$ cat src/logic/i2c_stretch_pkg.sv
package i2c_stretch_pkg;
    // ----------------------------------------------------------------
    // Timing
    // ----------------------------------------------------------------
    localparam int         CLK_PERIOD_NS   = 5;
    localparam int         COND_PHASE_NS   = 2500;
    localparam int         COND_PHASE_CYC  = (COND_PHASE_NS + CLK_PERIOD_NS - 1) / CLK_PERIOD_NS;
    localparam logic [9:0] COND_PHASE_LAST = 10'(COND_PHASE_CYC - 1);
    localparam logic [9:0] TIMER_RESET     = 10'h000;
    // ----------------------------------------------------------------
    // Register map
    // ----------------------------------------------------------------
    localparam int          NUM_CHAN       = 3;
    localparam int          ADDR_W         = 12;
    localparam logic [11:0] CTRL0_OFFSET   = 12'h000;
    localparam logic [11:0] CTRL_STRIDE    = 12'h004;
    localparam logic [7:0]  CTRL_RESET     = 8'h00;
    localparam int          ACK_WAIT_POS   = 0;
    localparam int          FORCE_LOW_POS  = 1;
    localparam int          NINTH_WAIT_POS = 2;
    localparam int          DELAY_PH_POS   = 3;
    localparam int          START_REQ_POS  = 4;
    localparam int          STOP_REQ_POS   = 6;
    localparam int          COND_SEL_POS   = 7;
    localparam int          STATUS_POS     = 8;
    localparam logic [1:0]  RESP_OKAY      = 2'h0;
    localparam logic [1:0]  RESP_DECERR    = 2'h3;
    // ----------------------------------------------------------------
    // Serial bit positions
    // ----------------------------------------------------------------
    localparam logic [3:0] BIT_CNT_RESET   = 4'h0;
    localparam logic [3:0] ACK_BIT_INDEX   = 4'h7;
    localparam logic [3:0] NINTH_BIT_INDEX = 4'h8;
    localparam logic [1:0] LAST_STEP       = 2'h2;

    typedef enum logic [1:0] {COND_START, COND_RESTART, COND_STOP} cond_kind_t;
    typedef enum logic {C_IDLE, C_RUN} cond_state_t;
endpackage : i2c_stretch_pkg

$ cat src/logic/chan_if.sv
`timescale 1ns/10ps
interface chan_if;
    logic [7:0] ctrl;
    logic [2:0] reqDone;
    logic [7:0] status;
    modport regs   (output ctrl, input reqDone, input status);
    modport engine (input ctrl, output reqDone, output status);
endinterface : chan_if

$ cat src/logic/i2c_clock_stretch_control.sv
// The register addresses and the AXI4-Lite register port were chosen for this implementation.
`timescale 1ns/10ps
module i2c_clock_stretch_control (
    input  wire logic                                 clk,
    input  wire logic                                 nrst,
    input  wire logic                                 awvalid,
    output logic                                      awready,
    input  wire logic [i2c_stretch_pkg::ADDR_W-1:0]   awaddr,
    input  wire logic                                 wvalid,
    output logic                                      wready,
    input  wire logic [31:0]                          wdata,
    input  wire logic [3:0]                           wstrb,
    output logic                                      bvalid,
    input  wire logic                                 bready,
    output logic [1:0]                                bresp,
    input  wire logic                                 arvalid,
    output logic                                      arready,
    input  wire logic [i2c_stretch_pkg::ADDR_W-1:0]   araddr,
    output logic                                      rvalid,
    input  wire logic                                 rready,
    output logic [31:0]                               rdata,
    output logic [1:0]                                rresp,
    input  wire logic [i2c_stretch_pkg::NUM_CHAN-1:0] serialClockIo,
    input  wire logic [i2c_stretch_pkg::NUM_CHAN-1:0] sclIn,
    output logic      [i2c_stretch_pkg::NUM_CHAN-1:0] sclOut,
    output logic      [i2c_stretch_pkg::NUM_CHAN-1:0] sclOe,
    output logic      [i2c_stretch_pkg::NUM_CHAN-1:0] sdaOut,
    output logic      [i2c_stretch_pkg::NUM_CHAN-1:0] sdaOe
);
    import i2c_stretch_pkg::*;

    logic              awHeld, next_awHeld, wHeld, next_wHeld;
    logic [ADDR_W-1:0] awAddr, next_awAddr;
    logic [7:0]        wByte, next_wByte;
    logic              wLane, next_wLane;
    logic              next_awready, next_wready, next_bvalid;
    logic [1:0]        next_bresp;
    logic              next_arready, next_rvalid;
    logic [31:0]       next_rdata;
    logic [1:0]        next_rresp;
    logic              doWrite;
    logic [7:0]        ctrl      [NUM_CHAN];
    logic [7:0]        next_ctrl [NUM_CHAN];
    logic [7:0]        status    [NUM_CHAN];
    logic [2:0]        done      [NUM_CHAN];

    // A register is hit only on an aligned word inside the channel range.
    function automatic logic reg_hit(logic [ADDR_W-1:0] a);
        reg_hit = (a[1:0] == 2'h0) && (a - CTRL0_OFFSET < CTRL_STRIDE * 12'(NUM_CHAN));
    endfunction : reg_hit

    function automatic logic [1:0] reg_index(logic [ADDR_W-1:0] a);
        reg_index = 2'((a - CTRL0_OFFSET) >> 2);
    endfunction : reg_index

    // ----------------------------------------------------------------
    // Channels
    // ----------------------------------------------------------------
    for (genvar i = 0; i < NUM_CHAN; i++) begin : g_chan
        chan_if ch ();
        assign ch.ctrl   = ctrl[i];
        assign done[i]   = ch.reqDone;
        assign status[i] = ch.status;
        i2c_chan_engine u_engine (
            .clk     (clk),
            .nrst    (nrst),
            .ch      (ch.engine),
            .linkClk (serialClockIo[i]),
            .sclIn   (sclIn[i]),
            .sclOut  (sclOut[i]),
            .sclOe   (sclOe[i]),
            .sdaOut  (sdaOut[i]),
            .sdaOe   (sdaOe[i])
        );

    end

    // ----------------------------------------------------------------
    // Write channel and control registers
    // ----------------------------------------------------------------
    // Address and data are parked independently so either may come first;
    // the response goes out only when both are in.
    assign doWrite = awHeld & wHeld & ~bvalid;

    always_comb begin
        next_awHeld = awHeld;
        next_awAddr = awAddr;
        next_wHeld  = wHeld;
        next_wByte  = wByte;
        next_wLane  = wLane;
        next_bvalid = bvalid;
        next_bresp  = bresp;
        if (awvalid && awready) begin
            next_awHeld = 1'b1;
            next_awAddr = awaddr;
        end
        if (wvalid && wready) begin
            next_wHeld = 1'b1;
            next_wByte = wdata[7:0];
            next_wLane = wstrb[0];
        end
        if (bvalid && bready) begin
            next_bvalid = 1'b0;
        end
        if (doWrite) begin
            next_awHeld = 1'b0;
            next_wHeld  = 1'b0;
            next_bvalid = 1'b1;
            next_bresp  = reg_hit(awAddr) ? RESP_OKAY : RESP_DECERR;
        end
        next_awready = ~next_awHeld & ~next_bvalid;
        next_wready  = ~next_wHeld & ~next_bvalid;
        for (int i = 0; i < NUM_CHAN; i++) begin
            // Finished requests drop, but a software write in the same
            // cycle lands on top so a fresh request is never lost.
            next_ctrl[i] = ctrl[i];
            next_ctrl[i][STOP_REQ_POS:START_REQ_POS] =
                ctrl[i][STOP_REQ_POS:START_REQ_POS] & ~done[i];
            if (doWrite && wLane && reg_hit(awAddr) && reg_index(awAddr) == 2'(i)) begin
                next_ctrl[i] = wByte;
            end
        end
    end

    always_ff @(posedge clk or negedge nrst) begin
        if (!nrst) begin
            awHeld  <= 1'b0;
            awAddr  <= '0;
            wHeld   <= 1'b0;
            wByte   <= 8'h00;
            wLane   <= 1'b0;
            awready <= 1'b0;
            wready  <= 1'b0;
            bvalid  <= 1'b0;
            bresp   <= RESP_OKAY;
            for (int i = 0; i < NUM_CHAN; i++) begin
                ctrl[i] <= CTRL_RESET;
            end
        end else begin
            awHeld  <= next_awHeld;
            awAddr  <= next_awAddr;
            wHeld   <= next_wHeld;
            wByte   <= next_wByte;
            wLane   <= next_wLane;
            awready <= next_awready;
            wready  <= next_wready;
            bvalid  <= next_bvalid;
            bresp   <= next_bresp;
            for (int i = 0; i < NUM_CHAN; i++) begin
                ctrl[i] <= next_ctrl[i];
            end
        end
    end

    // ----------------------------------------------------------------
    // Read channel
    // ----------------------------------------------------------------
    always_comb begin
        next_rvalid = rvalid;
        next_rdata  = rdata;
        next_rresp  = rresp;
        if (rvalid && rready) begin
            next_rvalid = 1'b0;
        end
        if (arvalid && arready) begin
            next_rvalid = 1'b1;
            next_rdata  = 32'h0000_0000;
            next_rresp  = RESP_DECERR;
            if (reg_hit(araddr)) begin
                next_rresp = RESP_OKAY;
                next_rdata[7:0] = ctrl[reg_index(araddr)];
                next_rdata[STATUS_POS +: 8] = status[reg_index(araddr)];
            end
        end
        next_arready = ~next_rvalid;
    end

    always_ff @(posedge clk or negedge nrst) begin
        if (!nrst) begin
            arready <= 1'b0;
            rvalid  <= 1'b0;
            rdata   <= 32'h0000_0000;
            rresp   <= RESP_OKAY;
        end else begin
            arready <= next_arready;
            rvalid  <= next_rvalid;
            rdata   <= next_rdata;
            rresp   <= next_rresp;
        end
    end
endmodule : i2c_clock_stretch_control

$ cat src/logic/i2c_chan_engine.sv
`timescale 1ns/10ps
module i2c_chan_engine (
    input  wire logic clk,
    input  wire logic nrst,
    chan_if.engine    ch,
    input  wire logic linkClk,
    input  wire logic sclIn,
    output logic      sclOut,
    output logic      sclOe,
    output logic      sdaOut,
    output logic      sdaOe
);
    import i2c_stretch_pkg::*;

    logic        lk1, lk2, lkPrev, sc1, sc2;
    logic [3:0]  bitCnt, next_bitCnt;
    logic        hold8, next_hold8, hold9, next_hold9;
    logic        sdaHeld, next_sdaHeld, next_sclOe, next_sdaOe;
    logic [1:0]  step, next_step, drv;
    logic [9:0]  timer, next_timer;
    logic [2:0]  reqDone, next_reqDone;
    cond_state_t state, next_state;
    cond_kind_t  kind, next_kind;
    logic        fall, stretched, advance, trigger;
    logic [1:0]  oeDly;

    // Returns {clock low, data low} for each step of a bus condition.
    function automatic logic [1:0] cond_drive(cond_kind_t k, logic [1:0] s);
        case (k)
            COND_START:   cond_drive = (s == 2'h0) ? 2'h0 : (s == 2'h1) ? 2'h1 : 2'h3;
            COND_RESTART: cond_drive = (s == 2'h0) ? 2'h2 : (s == 2'h1) ? 2'h0 : 2'h1;
            COND_STOP:    cond_drive = (s == 2'h0) ? 2'h3 : (s == 2'h1) ? 2'h1 : 2'h0;
            default:      cond_drive = 2'h0;
        endcase
    endfunction : cond_drive

    // ----------------------------------------------------------------
    // Pin synchronisers
    // ----------------------------------------------------------------
    always_ff @(posedge clk or negedge nrst) begin
        if (!nrst) begin
            // The link clock idles high, so its stages start high too; starting
            // low would pull the clock line down for two cycles after a reset.
            lk1    <= 1'b1;
            lk2    <= 1'b1;
            lkPrev <= 1'b1;
            sc1    <= 1'b1;
            sc2    <= 1'b1;
            oeDly  <= 2'h0;
        end else begin
            lk1    <= linkClk;
            lk2    <= lk1;
            lkPrev <= lk2;
            sc1    <= sclIn;
            sc2    <= sc1;
            oeDly  <= {oeDly[0], sclOe};
        end
    end

    // While we release the line but someone else keeps it low, the bit
    // position must freeze, otherwise the eighth and ninth holds slip.
    assign fall      = lkPrev & ~lk2;
    // Our own release needs two cycles to reach sc2, so only a release that
    // has been out that long can reveal another device holding the line.
    assign stretched = lkPrev & ~sc2 & ~sclOe & ~oeDly[1];
    assign advance   = fall & ~stretched;
    // A finished request still reads set for one cycle; masking it with the
    // done pulse keeps the same condition from starting twice.
    assign trigger   = ch.ctrl[COND_SEL_POS]
                     & (|(ch.ctrl[STOP_REQ_POS:START_REQ_POS] & ~reqDone));
    assign ch.reqDone = reqDone;
    assign ch.status  = {state == C_RUN, stretched, hold9, hold8, bitCnt};

    // ----------------------------------------------------------------
    // Next state
    // ----------------------------------------------------------------
    always_comb begin
        next_state   = state;
        next_kind    = kind;
        next_step    = step;
        next_timer   = timer;
        next_sdaHeld = sdaHeld;
        next_bitCnt  = bitCnt;
        next_reqDone = 3'h0;
        drv          = cond_drive(kind, step);
        next_hold8 = ch.ctrl[ACK_WAIT_POS]
                   & (hold8 | (advance & (bitCnt == ACK_BIT_INDEX)));
        next_hold9 = ch.ctrl[NINTH_WAIT_POS] & ch.ctrl[DELAY_PH_POS]
                   & (hold9 | (advance & (bitCnt == NINTH_BIT_INDEX)));
        if (advance && !hold8 && !hold9) begin
            next_bitCnt = (bitCnt == NINTH_BIT_INDEX) ? BIT_CNT_RESET : bitCnt + 4'h1;
        end
        case (state)
            C_IDLE: begin
                if (trigger) begin
                    next_state = C_RUN;
                    next_step  = 2'h0;
                    next_timer = TIMER_RESET;
                    next_kind  = ch.ctrl[START_REQ_POS] ? COND_START :
                                 ch.ctrl[START_REQ_POS + 1] ? COND_RESTART : COND_STOP;
                end
            end
            C_RUN: begin
                if (timer == COND_PHASE_LAST) begin
                    next_timer = TIMER_RESET;
                    if (step == LAST_STEP) begin
                        next_state   = C_IDLE;
                        next_bitCnt  = BIT_CNT_RESET;
                        next_sdaHeld = kind != COND_STOP;
                        next_reqDone = {kind == COND_STOP, kind == COND_RESTART,
                                        kind == COND_START};
                    end else begin
                        next_step = step + 2'h1;
                    end
                end else begin
                    next_timer = timer + 10'h001;
                end
            end
            default: next_state = C_IDLE;
        endcase
        // Force-low wins over everything, a condition in flight included.
        next_sclOe = ch.ctrl[FORCE_LOW_POS]
                   | ((state == C_RUN) ? drv[1] : (hold8 | hold9 | ~lk2));
        next_sdaOe = (state == C_RUN) ? drv[0] : sdaHeld;
    end

    always_ff @(posedge clk or negedge nrst) begin
        if (!nrst) begin
            state   <= C_IDLE;
            kind    <= COND_START;
            step    <= 2'h0;
            timer   <= TIMER_RESET;
            sdaHeld <= 1'b0;
            bitCnt  <= BIT_CNT_RESET;
            hold8   <= 1'b0;
            hold9   <= 1'b0;
            reqDone <= 3'h0;
            sclOe   <= 1'b0;
            sdaOe   <= 1'b0;
            sclOut  <= 1'b0;
            sdaOut  <= 1'b0;
        end else begin
            state   <= next_state;
            kind    <= next_kind;
            step    <= next_step;
            timer   <= next_timer;
            sdaHeld <= next_sdaHeld;
            bitCnt  <= next_bitCnt;
            hold8   <= next_hold8;
            hold9   <= next_hold9;
            reqDone <= next_reqDone;
            sclOe   <= next_sclOe;
            sdaOe   <= next_sdaOe;
            sclOut  <= 1'b0;
            sdaOut  <= 1'b0;
        end
    end
endmodule : i2c_chan_engine

$ cat config.mk
export PLATFORM = sky130hd
export DESIGN_NAME = i2c_clock_stretch_control
export DESIGN_NICKNAME = d
export VERILOG_FILES = /design/src/logic/i2c_stretch_pkg.sv /design/src/logic/chan_if.sv /design/src/logic/i2c_clock_stretch_control.sv /design/src/logic/i2c_chan_engine.sv
export SDC_FILE = /design/constraint.sdc
export NUM_CORES = 1
export LEC_CHECK = 0
export ABC_AREA = 1
export BUFFER_PORTS_ARGS = -buffer_cell sky130_fd_sc_hd__buf_2
export CORE_UTILIZATION = 54
export DETAILED_ROUTE_END_ITERATION = 16
export PLACE_DENSITY = 0.76
export SKIP_LAST_GASP = 1
export SLEW_MARGIN = 10
export SYNTH_ARGS = -nofsm -noshare
export SYNTH_HDL_FRONTEND = slang
export SYNTH_HIERARCHICAL = 1
export SYNTH_SLANG_ARGS = --single-unit
$ cat constraint.sdc
create_clock -name clk -period 1.9 [get_ports clk]
set_clock_uncertainty 0.15 [all_clocks]
set_input_delay 0.38 -clock clk [delete_from_list [all_inputs] [get_ports clk]]
set_output_delay 0.38 -clock clk [all_outputs]
set_load 0.1 [all_outputs]
# Yosys cells after proc, flatten, opt, wreduce, memory -nomap -nowiden
# Index checks and enable logic that the tools add are counted.
[totals]
reg_bits = 174
input_bits = 73
out_inout_bits = 53
word_cells = 354
[classes]
n_addsub = 9
n_lt_le_gt_ge = 3
eq_ne = 35
muxes = 110
bitwise = 82
reduce_logical = 45
[op_table]
columns = ["cell", "n"]
rows = [
  ["10-bit 2-to-1 mux", 6],
  ["4-bit 2-to-1 mux", 15],
  ["10-bit one-hot mux with 2 select lines", 3],
  ["2-bit 2-to-1 mux", 29],
  ["1-bit AND", 37],
  ["8-bit binary-select mux with 2-bit select", 2],
  ["8-bit 2-to-1 mux", 4],
  ["10-bit by 1-bit adder with 10-bit output (second input constant)", 3],
  ["10-bit by 9-bit == test with 1-bit output (second input constant)", 3],
  ["1-bit 2-to-1 mux", 29],
  ["3-bit 2-to-1 mux", 9],
  ["12-bit by 4-bit < comparator with 1-bit output (second input constant)", 2],
  ["1-bit inverter", 23],
  ["7-bit 2-to-1 mux", 3],
  ["1-bit logical AND", 18],
  ["2-bit logical NOT", 9],
  ["2-bit inequality test (second input constant)", 9],
  ["2-bit one-hot mux with 3 select lines", 3],
  ["3-bit AND reduction", 6],
  ["16-bit 2-to-1 mux", 1],
  ["1-bit OR", 15],
  ["2-bit by 1-bit == test with 1-bit output (second input constant)", 7],
  ["2-bit == test (second input constant)", 7],
  ["4-bit by 1-bit adder with 4-bit output (second input constant)", 3],
  ["13 further kinds", 38],
]

# Longest topological paths before layout
# Gate-level depths: netlist (run 1).
[logic_depth]
depth_word = 12
ltp_mapped = 9

# Hierarchy
# The synthesis (run 1) kept the hierarchy.
[by_module_without_submodules]
columns = ["mod", "instances", "cells_per_inst", "area_each_um2", "seq_area_each_um2"]
rows = [
  ["i2c_chan_engine", 3, 209, 1776.7, 857.1],
  ["i2c_clock_stretch_control", 1, 424, 3357.0, 1751.7],
]

# Worst setup path after synthesis (run 1)
# OpenSTA, ideal clock, no wires.
[synth_path]
path_kind = "reg-to-reg"
startpoint = "register wready"
endpoint = "register wLane"
arrival_time_ns = 1.721
required_time_ns = 1.617
path_slack_ns = -0.104
stages_incl_launch_ff = 5
path_buffers = 1
period_less_slack_ns = 2.004
path_cell_list = "dfrtp_1 nand2_1 inv_1 clkbuf_1 o21ai_0"
[synth_between]
elab_chain_len = 1
[synth_rtl]
columns = ["item", "line_no", "text"]
rows = [
  ["start: declaration", "i2c_clock_stretch_control.sv:10", "output logic wready,"],
  ["start signal: assignment", "i2c_clock_stretch_control.sv:146", "wready <= next_wready;"],
  ["1-bit logical AND", "i2c_clock_stretch_control.sv:97", "if (wvalid && wready) begin"],
  ["end signal: assignment", "i2c_clock_stretch_control.sv:144", "wLane <= next_wLane;"],
  ["end: declaration", "i2c_clock_stretch_control.sv:35", "logic wLane, next_wLane;"],
]
# No other way between the ends.
# A chain may end at the register's enable or synchronous reset.

==> summary.txt, run 1 <==
GRT
  – First-pass GRT wire length: 31400 µm
  – Largest net degree at the start of global routing: 56
  – Total Routing Usage GR: 24.3%
  – Initial antenna violation count: 0
  – GRT overflow: 0
  – Vias in the first global route: 6747

Synth
  – Yosys top cell by area: dfrtp_1
  – Top cells by area in the synthesized netlist: dfrtp_1 45%, nand2_1 14%, dfstp_2 4.5%
  – Synthesized flop and latch total: 172
  – Seq/Total Area, Yosys: 49.8%
  – Post-synthesis cell type count: 38
  – Post-synth top area share: 45.2%
  – Most common cell in the netlist: nand2_1
  – Ys Warns: 6
  – Ys async rst share: 100%
  – EDFF count, synth: 0
  – Commonest cells post-synth: 313 x nand2_1, 157 x dfrtp_1, 105 x inv_1, 105 x nor2_1, 57 x o21ai_0
  – Synth Cell Area: 8690 µm²
  – Synthesized area per cell: 8.27 µm²
  – Ys flop type: dfrtp_1
  – Cells after synthesis: 1051

STA
  – Final hold vios: 0
  – Sum of negative setup slack: 0 ns
  – Slew Limit Fails: 0
  – Final setup viols: 0
  – Final period util: 94.6%
  – RSZ-0062 raised after global routing: no
  – Final min period: 1.80 ns
  – FMAX: 0.556 GHz

Routing
  – Vias/cell: 5.13
  – Vias: 7074
  – Routed length per instance: 13.6 µm
  – DRT antenna net count: 0
  – Starting DRT DRC Count: 604
  – DR pass1 iterations: 5
  – Number of remaining DRC errors: 0
  – Routed Wire Length: 18700 µm

Critical path
  – CP Cell Sequence: buf_2
  – Req. time, crit path: 1.37 ns
  – Kind of start point of the critical path: flop
  – CP Buf/Inv Count: 1
  – Worst flop-to-flop path startpoint: g_chan[2].u_engine/timer[0]$_DFFE_PN0P_
  – Critical Path Sink Type: output pin
  – Largest delay share family, worst path: buffers and inverters
  – Slowest CP cell: buf_2
  – Slowest cell delay on critical path: 0.44 ns
  – CP startpoint: bresp[0]$_DFFE_PN0N_
  – Critical path peak fanout: 3
  – Crit path kind: reg2out
  – Crit path DAT: 1.27 ns

Layout
  – Post-layout nets: 1245
  – ANT cells: 0
  – Share of cells above drive strength 1: 17.7%
  – Final cell count without fillers: 1378
  – Synth-to-layout area growth: 16.2%
  – Final Cell Area: 10100 µm²

Clocking
  – Clock latency on the worst-skew pair: 0.43 ns
  – Clock Sinks: 172
  – Number of CTS-inserted buffers: 17
  – H-tree Lvls: 4
  – CTS tree: done
  – Root buffer cell: clkbuf_16
  – Clock Path Buffers: 2
  – Register clock-pin slew on the reported worst setup and hold paths: 0.07 ns

Placed design
  – RD Place Congestion: 0.870
  – Port-buffer cells: 76
  – Cells after DPL: 1321
  – Dpl hpwl: 13100 µm
  – Placed Area: 9230 µm²

Pwr
  – Pleak: 5.08 nW
  – Max VDD drop: 0.757 mV
  – PwrDens: 1020 nW/µm²

Floorplanning
  – DIE AREA: 16600 µm²
  – Initial core utilization: 56.3%
  – Num rows: 45
  – I/O Pins: 126
  – Die W: 129 µm
  – Core area: 15400 µm²
  – Die span in y: 129 µm

Hold path
  – Hold/Removal Path Class: in2reg
  – Hold path start: awaddr[3]

Run status
  – Outcome: finished clean

Job
  – Max Cap Violations: 0
-- what timing repair did --
item,CTS,global route
gates resized for setup,0,0
hold endpoints to repair,181,1
hold buffers,24,1
setup buffers,0,0
-- cell families after synthesis --
logic type	after synthesis	share of synthesized area, %
buf+inv	165	9.06
other cells	4	0.173
simple gates	560	29.7
fa+ha+maj	18	2.59
compound gates	123	7.84
xor+xnor	9	0.907
flops	172	49.8
-- per-layer routing --
metal  GRT usage, %  vias up  part of all wire, %
li1               -     3502                    -
met1           32.5     3358                   46
met2           40.0      187                   47
met3           4.66       27                  4.8
met4           7.75        0                  1.4
met5              0        -                    0
-- state kept, by name, indices dropped and copies added (netlist names), 6 cells and up --
name and count:
g_chan.u_engine/timer 30, g_chan.ch.ctrl 24, rdata 16, awAddr 12
g_chan.u_engine/bitCnt 12, g_chan.u_engine/ch.reqDone 9, wByte 8, g_chan.u_engine/kind 6
g_chan.u_engine/oeDly 6, g_chan.u_engine/step 6
-- path summary, 6_finish.rpt --
kind / to / slack, ns / cells after the start
max in group asynchronous: g_chan[2].u_engine/sc1$_DFF_PN1_ / 0.77 / 3
min reg2reg: g_chan[0].u_engine/oeDly[1]$_DFF_PN0_ / 0.20 / 0
max: bresp[1] / 0.10 / 1
min: awAddr[3]$_DFFE_PN0P_ / 0.04 / 3
max reg2reg: g_chan[2].u_engine/sdaHeld$_DFFE_PN0P_ / 0.14 / 8
min in group asynchronous: wByte[6]$_DFFE_PN0P_ / 0.23 / 2
-- cell type report --
cell class              instances  area [µm²]
inverters                     113         428
fillers                      1276        5340
multi-input cells             732        3640
well taps                     211         264
clock buffers                  21         480
clock inverters                11         133
flip-flops and latches        172        4330
repair buffers                118         815
-- cells in the final DEF (no fill, tap or decap), drive strengths merged --
master / count
nand2: 333
nand3: 67
o21bai: 3
o21a: 3
dfstp: 15
xor2: 9
o22ai: 18
ha: 18
clkbuf: 21
clkinvlp: 4
a31oi: 1
o31ai: 3
inv: 112
o21ai: 65
nor3: 21
nor2: 114
nand3b: 3
buf: 93
nand4: 21
bufinv: 2
conb: 22
dlygate4sd3: 25
a21oi: 27
clkinv: 6
and2: 1
o211ai: 3
dfrtp: 157
-- power by group --
| group | switching, mW | internal [mW] | total [mW] |
|---|---|---|---|
| logic | 1.48 | 0.599 | 2.08 |
| clock network | 1.46 | 2.09 | 3.55 |
| registers | 0.480 | 4.14 | 4.62 |
| total | 3.42 | 6.83 | 10.3 |
-- per-stage QoR --
step	util (%)	setup WS (ns)	hold slack, ns	power (mW)
3_5_place_dp	59.8	0.205	0.0932	6.68
3_3_place_gp	59.8	0.254	0.0944	6.63
6_report	65.4	0.102	0.0353	10.3
4_1_cts	65.3	0.0800	0.000598	10.3
2_1_floorplan	-	0.0213	-0.0656	6.16
5_1_grt	65.4	0.0598	0.0354	10.8
Power figures use the tool's default switching activity.
==> run 2, diff against run 1 <==
CELL_PAD_IN_SITES_DETAIL_PLACEMENT = 0   (was not set)
CELL_PAD_IN_SITES_GLOBAL_PLACEMENT = 1   (was not set)
CORE_UTILIZATION = 43   (was 54)
PLACE_DENSITY = not set   (was 0.76)
PLACE_DENSITY_LB_ADDON = 0.1   (was not set)
==> run 2 against run 1 <==
Against the previous run: hold slack worse by 0.024 ns; maximum frequency up 1.4%; count of clock-buffer cells in the layout down 4; non-clock buffer count up 6; flip-flop and latch count unchanged; utilization down 13 points; highest routed layer unchanged; critical path depth unchanged; global-route usage down 4.4 points; register-to-register slack better by 0.03 ns; combinational power about the same; largest power group unchanged.
==> summary.txt, run 2 (synthesis gave the netlist of run 1 again) <==
Run status
  – Outcome: finished clean

Job
  – Max Cap Violations: 0 (unchanged)

Critical path
  – Largest delay share family, worst path: buffers and inverters
  – Crit path DAT: 1.24 ns (-0.03 ns)
  – Slowest CP cell: buf_2
  – Req. time, crit path: 1.37 ns (about the same)
  – Kind of start point of the critical path: flop
  – CP Cell Sequence: buf_2
  – WP depth: 1 (unchanged)
  – Slowest cell delay on critical path: 0.44 ns (about the same)
  – CP Buf/Inv Count: 1 (unchanged)
  – Crit path kind: reg2out
  – Critical Path Sink Type: output pin
  – Reg2reg path depth: 8 (unchanged)
  – Critical path peak fanout: 3 (unchanged)

Floorplanning
  – I/O Pins: 126 (unchanged)
  – Die span in y: 144 µm (+12%)
  – Num rows: 51 (+13%)
  – DIE AREA: 20800 µm² (+25%)
  – Core area: 19700 µm² (+27%)
  – Die W: 144 µm (+12%)
  – Initial core utilization: 44.2% (-12 points)

Hold path
  – Hold/Removal Path Class: in2reg
  – Worst Hold Path Cells: 3 (unchanged)

Layout
  – Share of cells above drive strength 1: 18.1% (+0.42 points)
  – ANT cells: 0 (unchanged)
  – Most common cell after layout, fill and taps aside: nand2_1
  – Post-layout nets: 1251 (+0.48%)
  – Final cell count without fillers: 1438 (+4.4%)
  – Fill count: 1970 (+54%)
  – Largest Register: g_chan.u_engine/timer
  – Most frequent cells in the layout: 313 x nand2_1, 154 x dfrtp_1, 105 x nor2_1, 105 x inv_1, 75 x buf_2
  – Synth-to-layout area growth: 17.5%
  – Max reg flops: 30 (unchanged)
  – Regs by FF count: g_chan.u_engine/timer: 30 flops, g_chan.ch.ctrl: 24 flops, rdata: 16 flops
  – Final Cell Area: 10200 µm² (+1.2%)

Routing
  – DR pass1 iterations: 4 (-1)
  – Starting DRT DRC Count: 312 (-48%)
  – Number of remaining DRC errors: 0 (unchanged)
  – Vias/cell: 4.75 (-7.5%)
  – DRT antenna net count: 0 (unchanged)
  – Routed length per instance: 13.3 µm (-1.7%)
  – Routed Wire Length: 19200 µm (+2.5%)
  – Vias: 6827 (-3.5%)

Placed design
  – RD Place Congestion: 0.782 (-10%)
  – Dpl hpwl: 13900 µm (+6.3%)
  – Pre-CTS setup slack: 0.190 ns (-0.0149 ns)
  – Placed Area: 9330 µm² (+1.1%)
  – Cells after DPL: 1381 (+4.5%)
  – Port-buffer cells: 76 (unchanged)

STA
  – Final period util: 93.3% (-1.3 points)
  – Slew Limit Fails: 0 (unchanged)
  – Final hold vios: 0 (unchanged)
  – RSZ-0062 raised after global routing: no
  – Sum of negative setup slack: 0 ns (unchanged)
  – Final min period: 1.77 ns (-0.0248 ns)
  – FMAX: 0.564 GHz (+1.4%)
  – Final setup viols: 0 (unchanged)
  – Setup WS post-layout: 0.127 ns (+0.0248 ns)

Pwr
  – Max VDD drop: 0.933 mV (+23%)
  – Overall power: 10.4 mW (+1.8%)
  – PwrDens: 1020 nW/µm² (+0.65%)
  – Pleak: 5.12 nW (+0.85%)

Clocking
  – CTS tree: done
  – Number of CTS-inserted buffers: 17 (unchanged)
  – Clock latency on the worst-skew pair: 0.43 ns (about the same)
  – H-tree Lvls: 4 (unchanged)
  – Post_cts resized: 0 (unchanged)
  – Clock Sinks: 172 (unchanged)
  – Root buffer cell: clkbuf_16
  – Register clock-pin slew on the reported worst setup and hold paths: 0.07 ns (about the same)
  – Clock Path Buffers: 2 (unchanged)

GRT
  – Vias in the first global route: 6444 (-4.5%)
  – First-pass GRT wire length: 32000 µm (+1.7%)
  – Largest net degree at the start of global routing: 47 (-16%)
  – Initial antenna violation count: 0 (unchanged)
  – Total Routing Usage GR: 19.9% (-4.4 points)
  – GRT overflow: 0 (unchanged)
run 2: layout make-up:
| class | count | area [µm²] | area share, % |
|---|---|---|---|
| Tap cell | 265 | 332 | 3.25 |
| Inverter | 113 | 428 | 4.19 |
| Multi-Input combinational cell | 732 | 3640 | 35.7 |
| Timing Repair Buffer | 124 | 847 | 8.30 |
| Sequential cell | 172 | 4330 | 42.4 |
| Clock inverter | 15 | 206 | 2.02 |
| Clock buffer | 17 | 425 | 4.17 |
run 2: metal layers:
metal  track usage, %  vias to the layer above  part of all wire (%)
met4             4.16                        0                  0.45
met3             3.91                        9                   3.4
li1                 -                     3530                     -
met1             28.3                     3169                    50
met5                0                        -                     0
met2             31.3                      119                    46
run 2: timing repair:
item | in CTS | in global routing
setup buffers | 0 | 0
hold buffers | 25 | 0
endpoints found under the setup margin | 0 | 0
hold endpoints to repair | 50 | 0
run 2: path summary, 6_finish.rpt:
| kind | startpoint | to | slack, ns |
|---|---|---|---|
| hold reg to reg | g_chan[0].u_engine/oeDly[0]$_DFF_PN0_ | g_chan[0].u_engine/oeDly[1]$_DFF_PN0_ | 0.20 |
| hold / removal | wdata[0] | wByte[0]$_DFFE_PN0P_ | 0.01 |
| max in group asynchronous | nrst | g_chan[0].u_engine/lkPrev$_DFF_PN1_ | 0.66 |
| min in group asynchronous | nrst | arready$_DFF_PN0_ | 0.28 |
| setup reg to reg | g_chan[1].u_engine/timer[0]$_DFFE_PN0P_ | g_chan[1].u_engine/step[0]$_DFFE_PN0P_ | 0.17 |
| setup / recovery | bresp[0]$_DFFE_PN0N_ | bresp[0] | 0.13 |
run 2: power breakdown:
part           leakage (nW)  internal, mW  switching [mW]
logic                  2.58         0.600            1.45
clock network         0.311          2.23            1.53
registers              2.24          4.14           0.496
run 2: tightest hold or removal path: stages:
cell and delay, ns:
buf_2 0.08, nand2_1 0.05, nand2_1 0.05
run 2: per-stage QoR:
step                hold WS [ns]  util [%]
CTS                      0.00253      51.9
floorplan                -0.0656         -
global route             0.00492      51.9
detailed placement         0.168      47.5
global placement           0.165      47.5
finish                    0.0115      51.9
==> run 3, diff against run 2 <==
CORE_ASPECT_RATIO = 1.4   (was not set)
CORE_UTILIZATION = 39   (was 43)
SETUP_SLACK_MARGIN = 0.15   (was not set)
clock period = 1.6 ns   (was 1.9 ns; I/O delays follow)
==> run 3 against run 2 <==
Against the previous run: the flow now finishes with violations (negative setup slack); hold slack gained 0.0023 ns; via count increased by 7.6%; worst setup slack worse by 0.14 ns; die area increased by 10%; utilization increased by 3.8 points; first-iteration DRC count decreased by 8.0%; clock power up 18%; final cell count is 8.0% higher; global-route usage down 0.080 points; routed wire length is 13% higher.
==> summary.txt, run 3 (synthesis gave the netlist of run 1 again) <==
Run status
  – Outcome: finished with violations
  – Failing checks: negative setup slack

Layout
  – Largest Register: g_chan.u_engine/timer
  – Most frequent cells in the layout: 277 x nand2_1, 140 x dfrtp_1, 94 x inv_1, 79 x nor2_1, 75 x buf_4
  – Core Util, Final: 55.8% (+3.8 points)
  – Regs by FF count: g_chan.u_engine/timer: 30 flops, g_chan.ch.ctrl: 24 flops, rdata: 16 flops
  – Synth-to-layout area growth: 40.4%
  – Storage cell area: 4370 µm² (+0.93%)
  – Post-layout nets: 1335 (+6.7%)
  – Most common cell after layout, fill and taps aside: nand2_1
  – Fill count: 2046 (+3.9%)
  – Share of cells above drive strength 1: 34.1% (+16 points)
  – Footprint of the multi-input gates: 4310 µm² (+18%)
  – ANT cells: 0 (unchanged)
  – Max reg flops: 30 (unchanged)

Floorplanning
  – Initial core utilization: 39.7% (-4.5 points)
  – I/O Pins: 126 (unchanged)
  – Die span in y: 179 µm (+24%)
  – Core area: 21900 µm² (+11%)
  – Num rows: 64 (+25%)
  – Die W: 128 µm (-11%)
  – DIE AREA: 22900 µm² (+10%)

STA
  – RSZ-0062 raised after global routing: yes
  – Final setup viols: 2 (+2)
  – Slew Limit Fails: 0 (unchanged)
  – Setup WS post-layout: -0.00819 ns (-0.135 ns)
  – FMAX: 0.622 GHz
  – Final min period: 1.61 ns
  – Final hold vios: 0 (unchanged)
  – Final period util: 101%
  – Hold_ws: 0.0138 ns (+0.00235 ns)
  – Sum of negative setup slack: -0.0159 ns (-0.0159 ns)

Placed design
  – Dpl hpwl: 15000 µm (+7.8%)
  – RD Place Congestion: 0.800 (+2.3%)
  – Pre-CTS setup slack: 0.0350 ns (-0.155 ns)
  – Port-buffer cells: 76 (unchanged)

Routing
  – Starting DRT DRC Count: 287 (-8.0%)
  – DRT antenna net count: 0 (unchanged)
  – Routed length per instance: 13.9 µm (+4.5%)
  – Number of remaining DRC errors: 0 (unchanged)
  – DR pass1 iterations: 4 (unchanged)
  – Routed Wire Length: 21600 µm (+13%)
  – Vias: 7346 (+7.6%)
  – Vias/cell: 4.73 (-0.37%)

Critical path
  – Largest delay share family, worst path: flip-flops
  – Slowest cell delay on critical path: 0.52 ns (+0.08 ns)
  – Crit path kind: reg2out
  – Kind of start point of the critical path: flop
  – CP Buf/Inv Count: 1 (unchanged)
  – Crit path DAT: 1.14 ns (-0.10 ns)
  – Critical Path Sink Type: output pin
  – Req. time, crit path: 1.13 ns (-0.24 ns)
  – CP Cell Sequence: buf_12
  – Critical path peak fanout: 3 (unchanged)
  – Slowest CP cell: dfrtp_4

GRT
  – First-pass GRT wire length: 35100 µm (+9.6%)
  – Vias in the first global route: 7256 (+13%)
  – Total Routing Usage GR: 19.8% (-0.080 points)
  – Initial antenna violation count: 0 (unchanged)
  – GRT overflow: 0 (unchanged)
  – Largest net degree at the start of global routing: 36 (-23%)

Clocking
  – Clock latency on the worst-skew pair: 0.44 ns (about the same)
  – Clock Sinks: 172 (unchanged)
  – Register clock-pin slew on the reported worst setup and hold paths: 0.07 ns (about the same)
  – Clock Path Buffers: 2 (unchanged)
  – CTS tree: done
  – Root buffer cell: clkbuf_16
  – H-tree Lvls: 4 (unchanged)
  – Number of CTS-inserted buffers: 17 (unchanged)

Job
  – Max Cap Violations: 0 (unchanged)

Hold path
  – Hold/Removal Path Class: in2reg

Pwr
  – Max VDD drop: 1.12 mV (+20%)
  – Overall power: 13.1 mW (+25%)
  – PwrDens: 1070 nW/µm² (+4.9%)
  – Pleak: 5.76 nW (+12%)
[run 3: changes by cell type in the layout (fill, tap and decap cells not counted), moves of 17 or more]
cell / change
buf_12: +33
buf_2: -31
buf_4: +55
buf_6: +20
nand2_1: -36
nand2_2: +29
nor2_1: -26
nor2_2: +17
[run 3: per-stage QoR]
stage | area (µm²) | std cells
2_1_floorplan | 8860 | 1069
3_3_place_gp | 9910 | 1443
3_5_place_dp | 9910 | 1443
4_1_cts | 11400 | 1519
5_1_grt | 12200 | 1553
6_report | 12200 | 1553
[run 3: worst paths after layout]
check | startpoint | end | slack [ns] | cells after the start
min in group asynchronous | nrst | g_chan[2].u_engine/oeDly[0]$_DFF_PN0_ | 0.23 | 2
worst max register to register | bvalid$_DFF_PN0_ | g_chan[0].ch.ctrl[4]$_DFF_PN0_ | 0.05 | 7
max in group asynchronous | nrst | g_chan[0].u_engine/kind[1]$_DFFE_PN0P_ | 0.43 | 3
worst min-delay path | bready | bvalid$_DFF_PN0_ | 0.01 | 2
worst max-delay path | bresp[0]$_DFFE_PN0N_ | bresp[0] | -0.008 | 1
worst min register to register | g_chan[0].u_engine/oeDly[0]$_DFF_PN0_ | g_chan[0].u_engine/oeDly[1]$_DFF_PN0_ | 0.20 | 0
[run 3: layer usage]
layer | vias up | global-route usage (%) | share of wire [%]
li1 | 3686 | - | -
met1 | 3553 | 22.9 | 42
met2 | 84 | 37.0 | 55
met3 | 23 | 3.09 | 2.2
met4 | 0 | 6.27 | 1.6
met5 | - | 0 | 0
[run 3: power breakdown]
part	switching [mW]	internal, mW	leakage, nW
clock	1.73	2.69	0.295
sequential	0.607	4.94	2.22
combinational	1.95	1.15	3.25
[run 3: layout make-up]
| cell class | instances | area share (%) |
|---|---|---|
| sequential | 172 | 35.8 |
| clock buffer | 21 | 3.78 |
| clock inverter | 10 | 1.35 |
| multi-input combinational | 732 | 35.4 |
| inverter | 113 | 3.62 |
| timing repair buffer | 208 | 17.0 |
| tap | 297 | 3.05 |
[run 3: what timing repair did]
action / in CTS / in global routing
pin swaps: 32 / 69
buffers inserted: 16 / 34
gates resized for setup: 103 / 156
endpoints found under the setup margin: 101 / 134
hold buffers: 29 / 0
hold endpoints to repair: 143 / 0
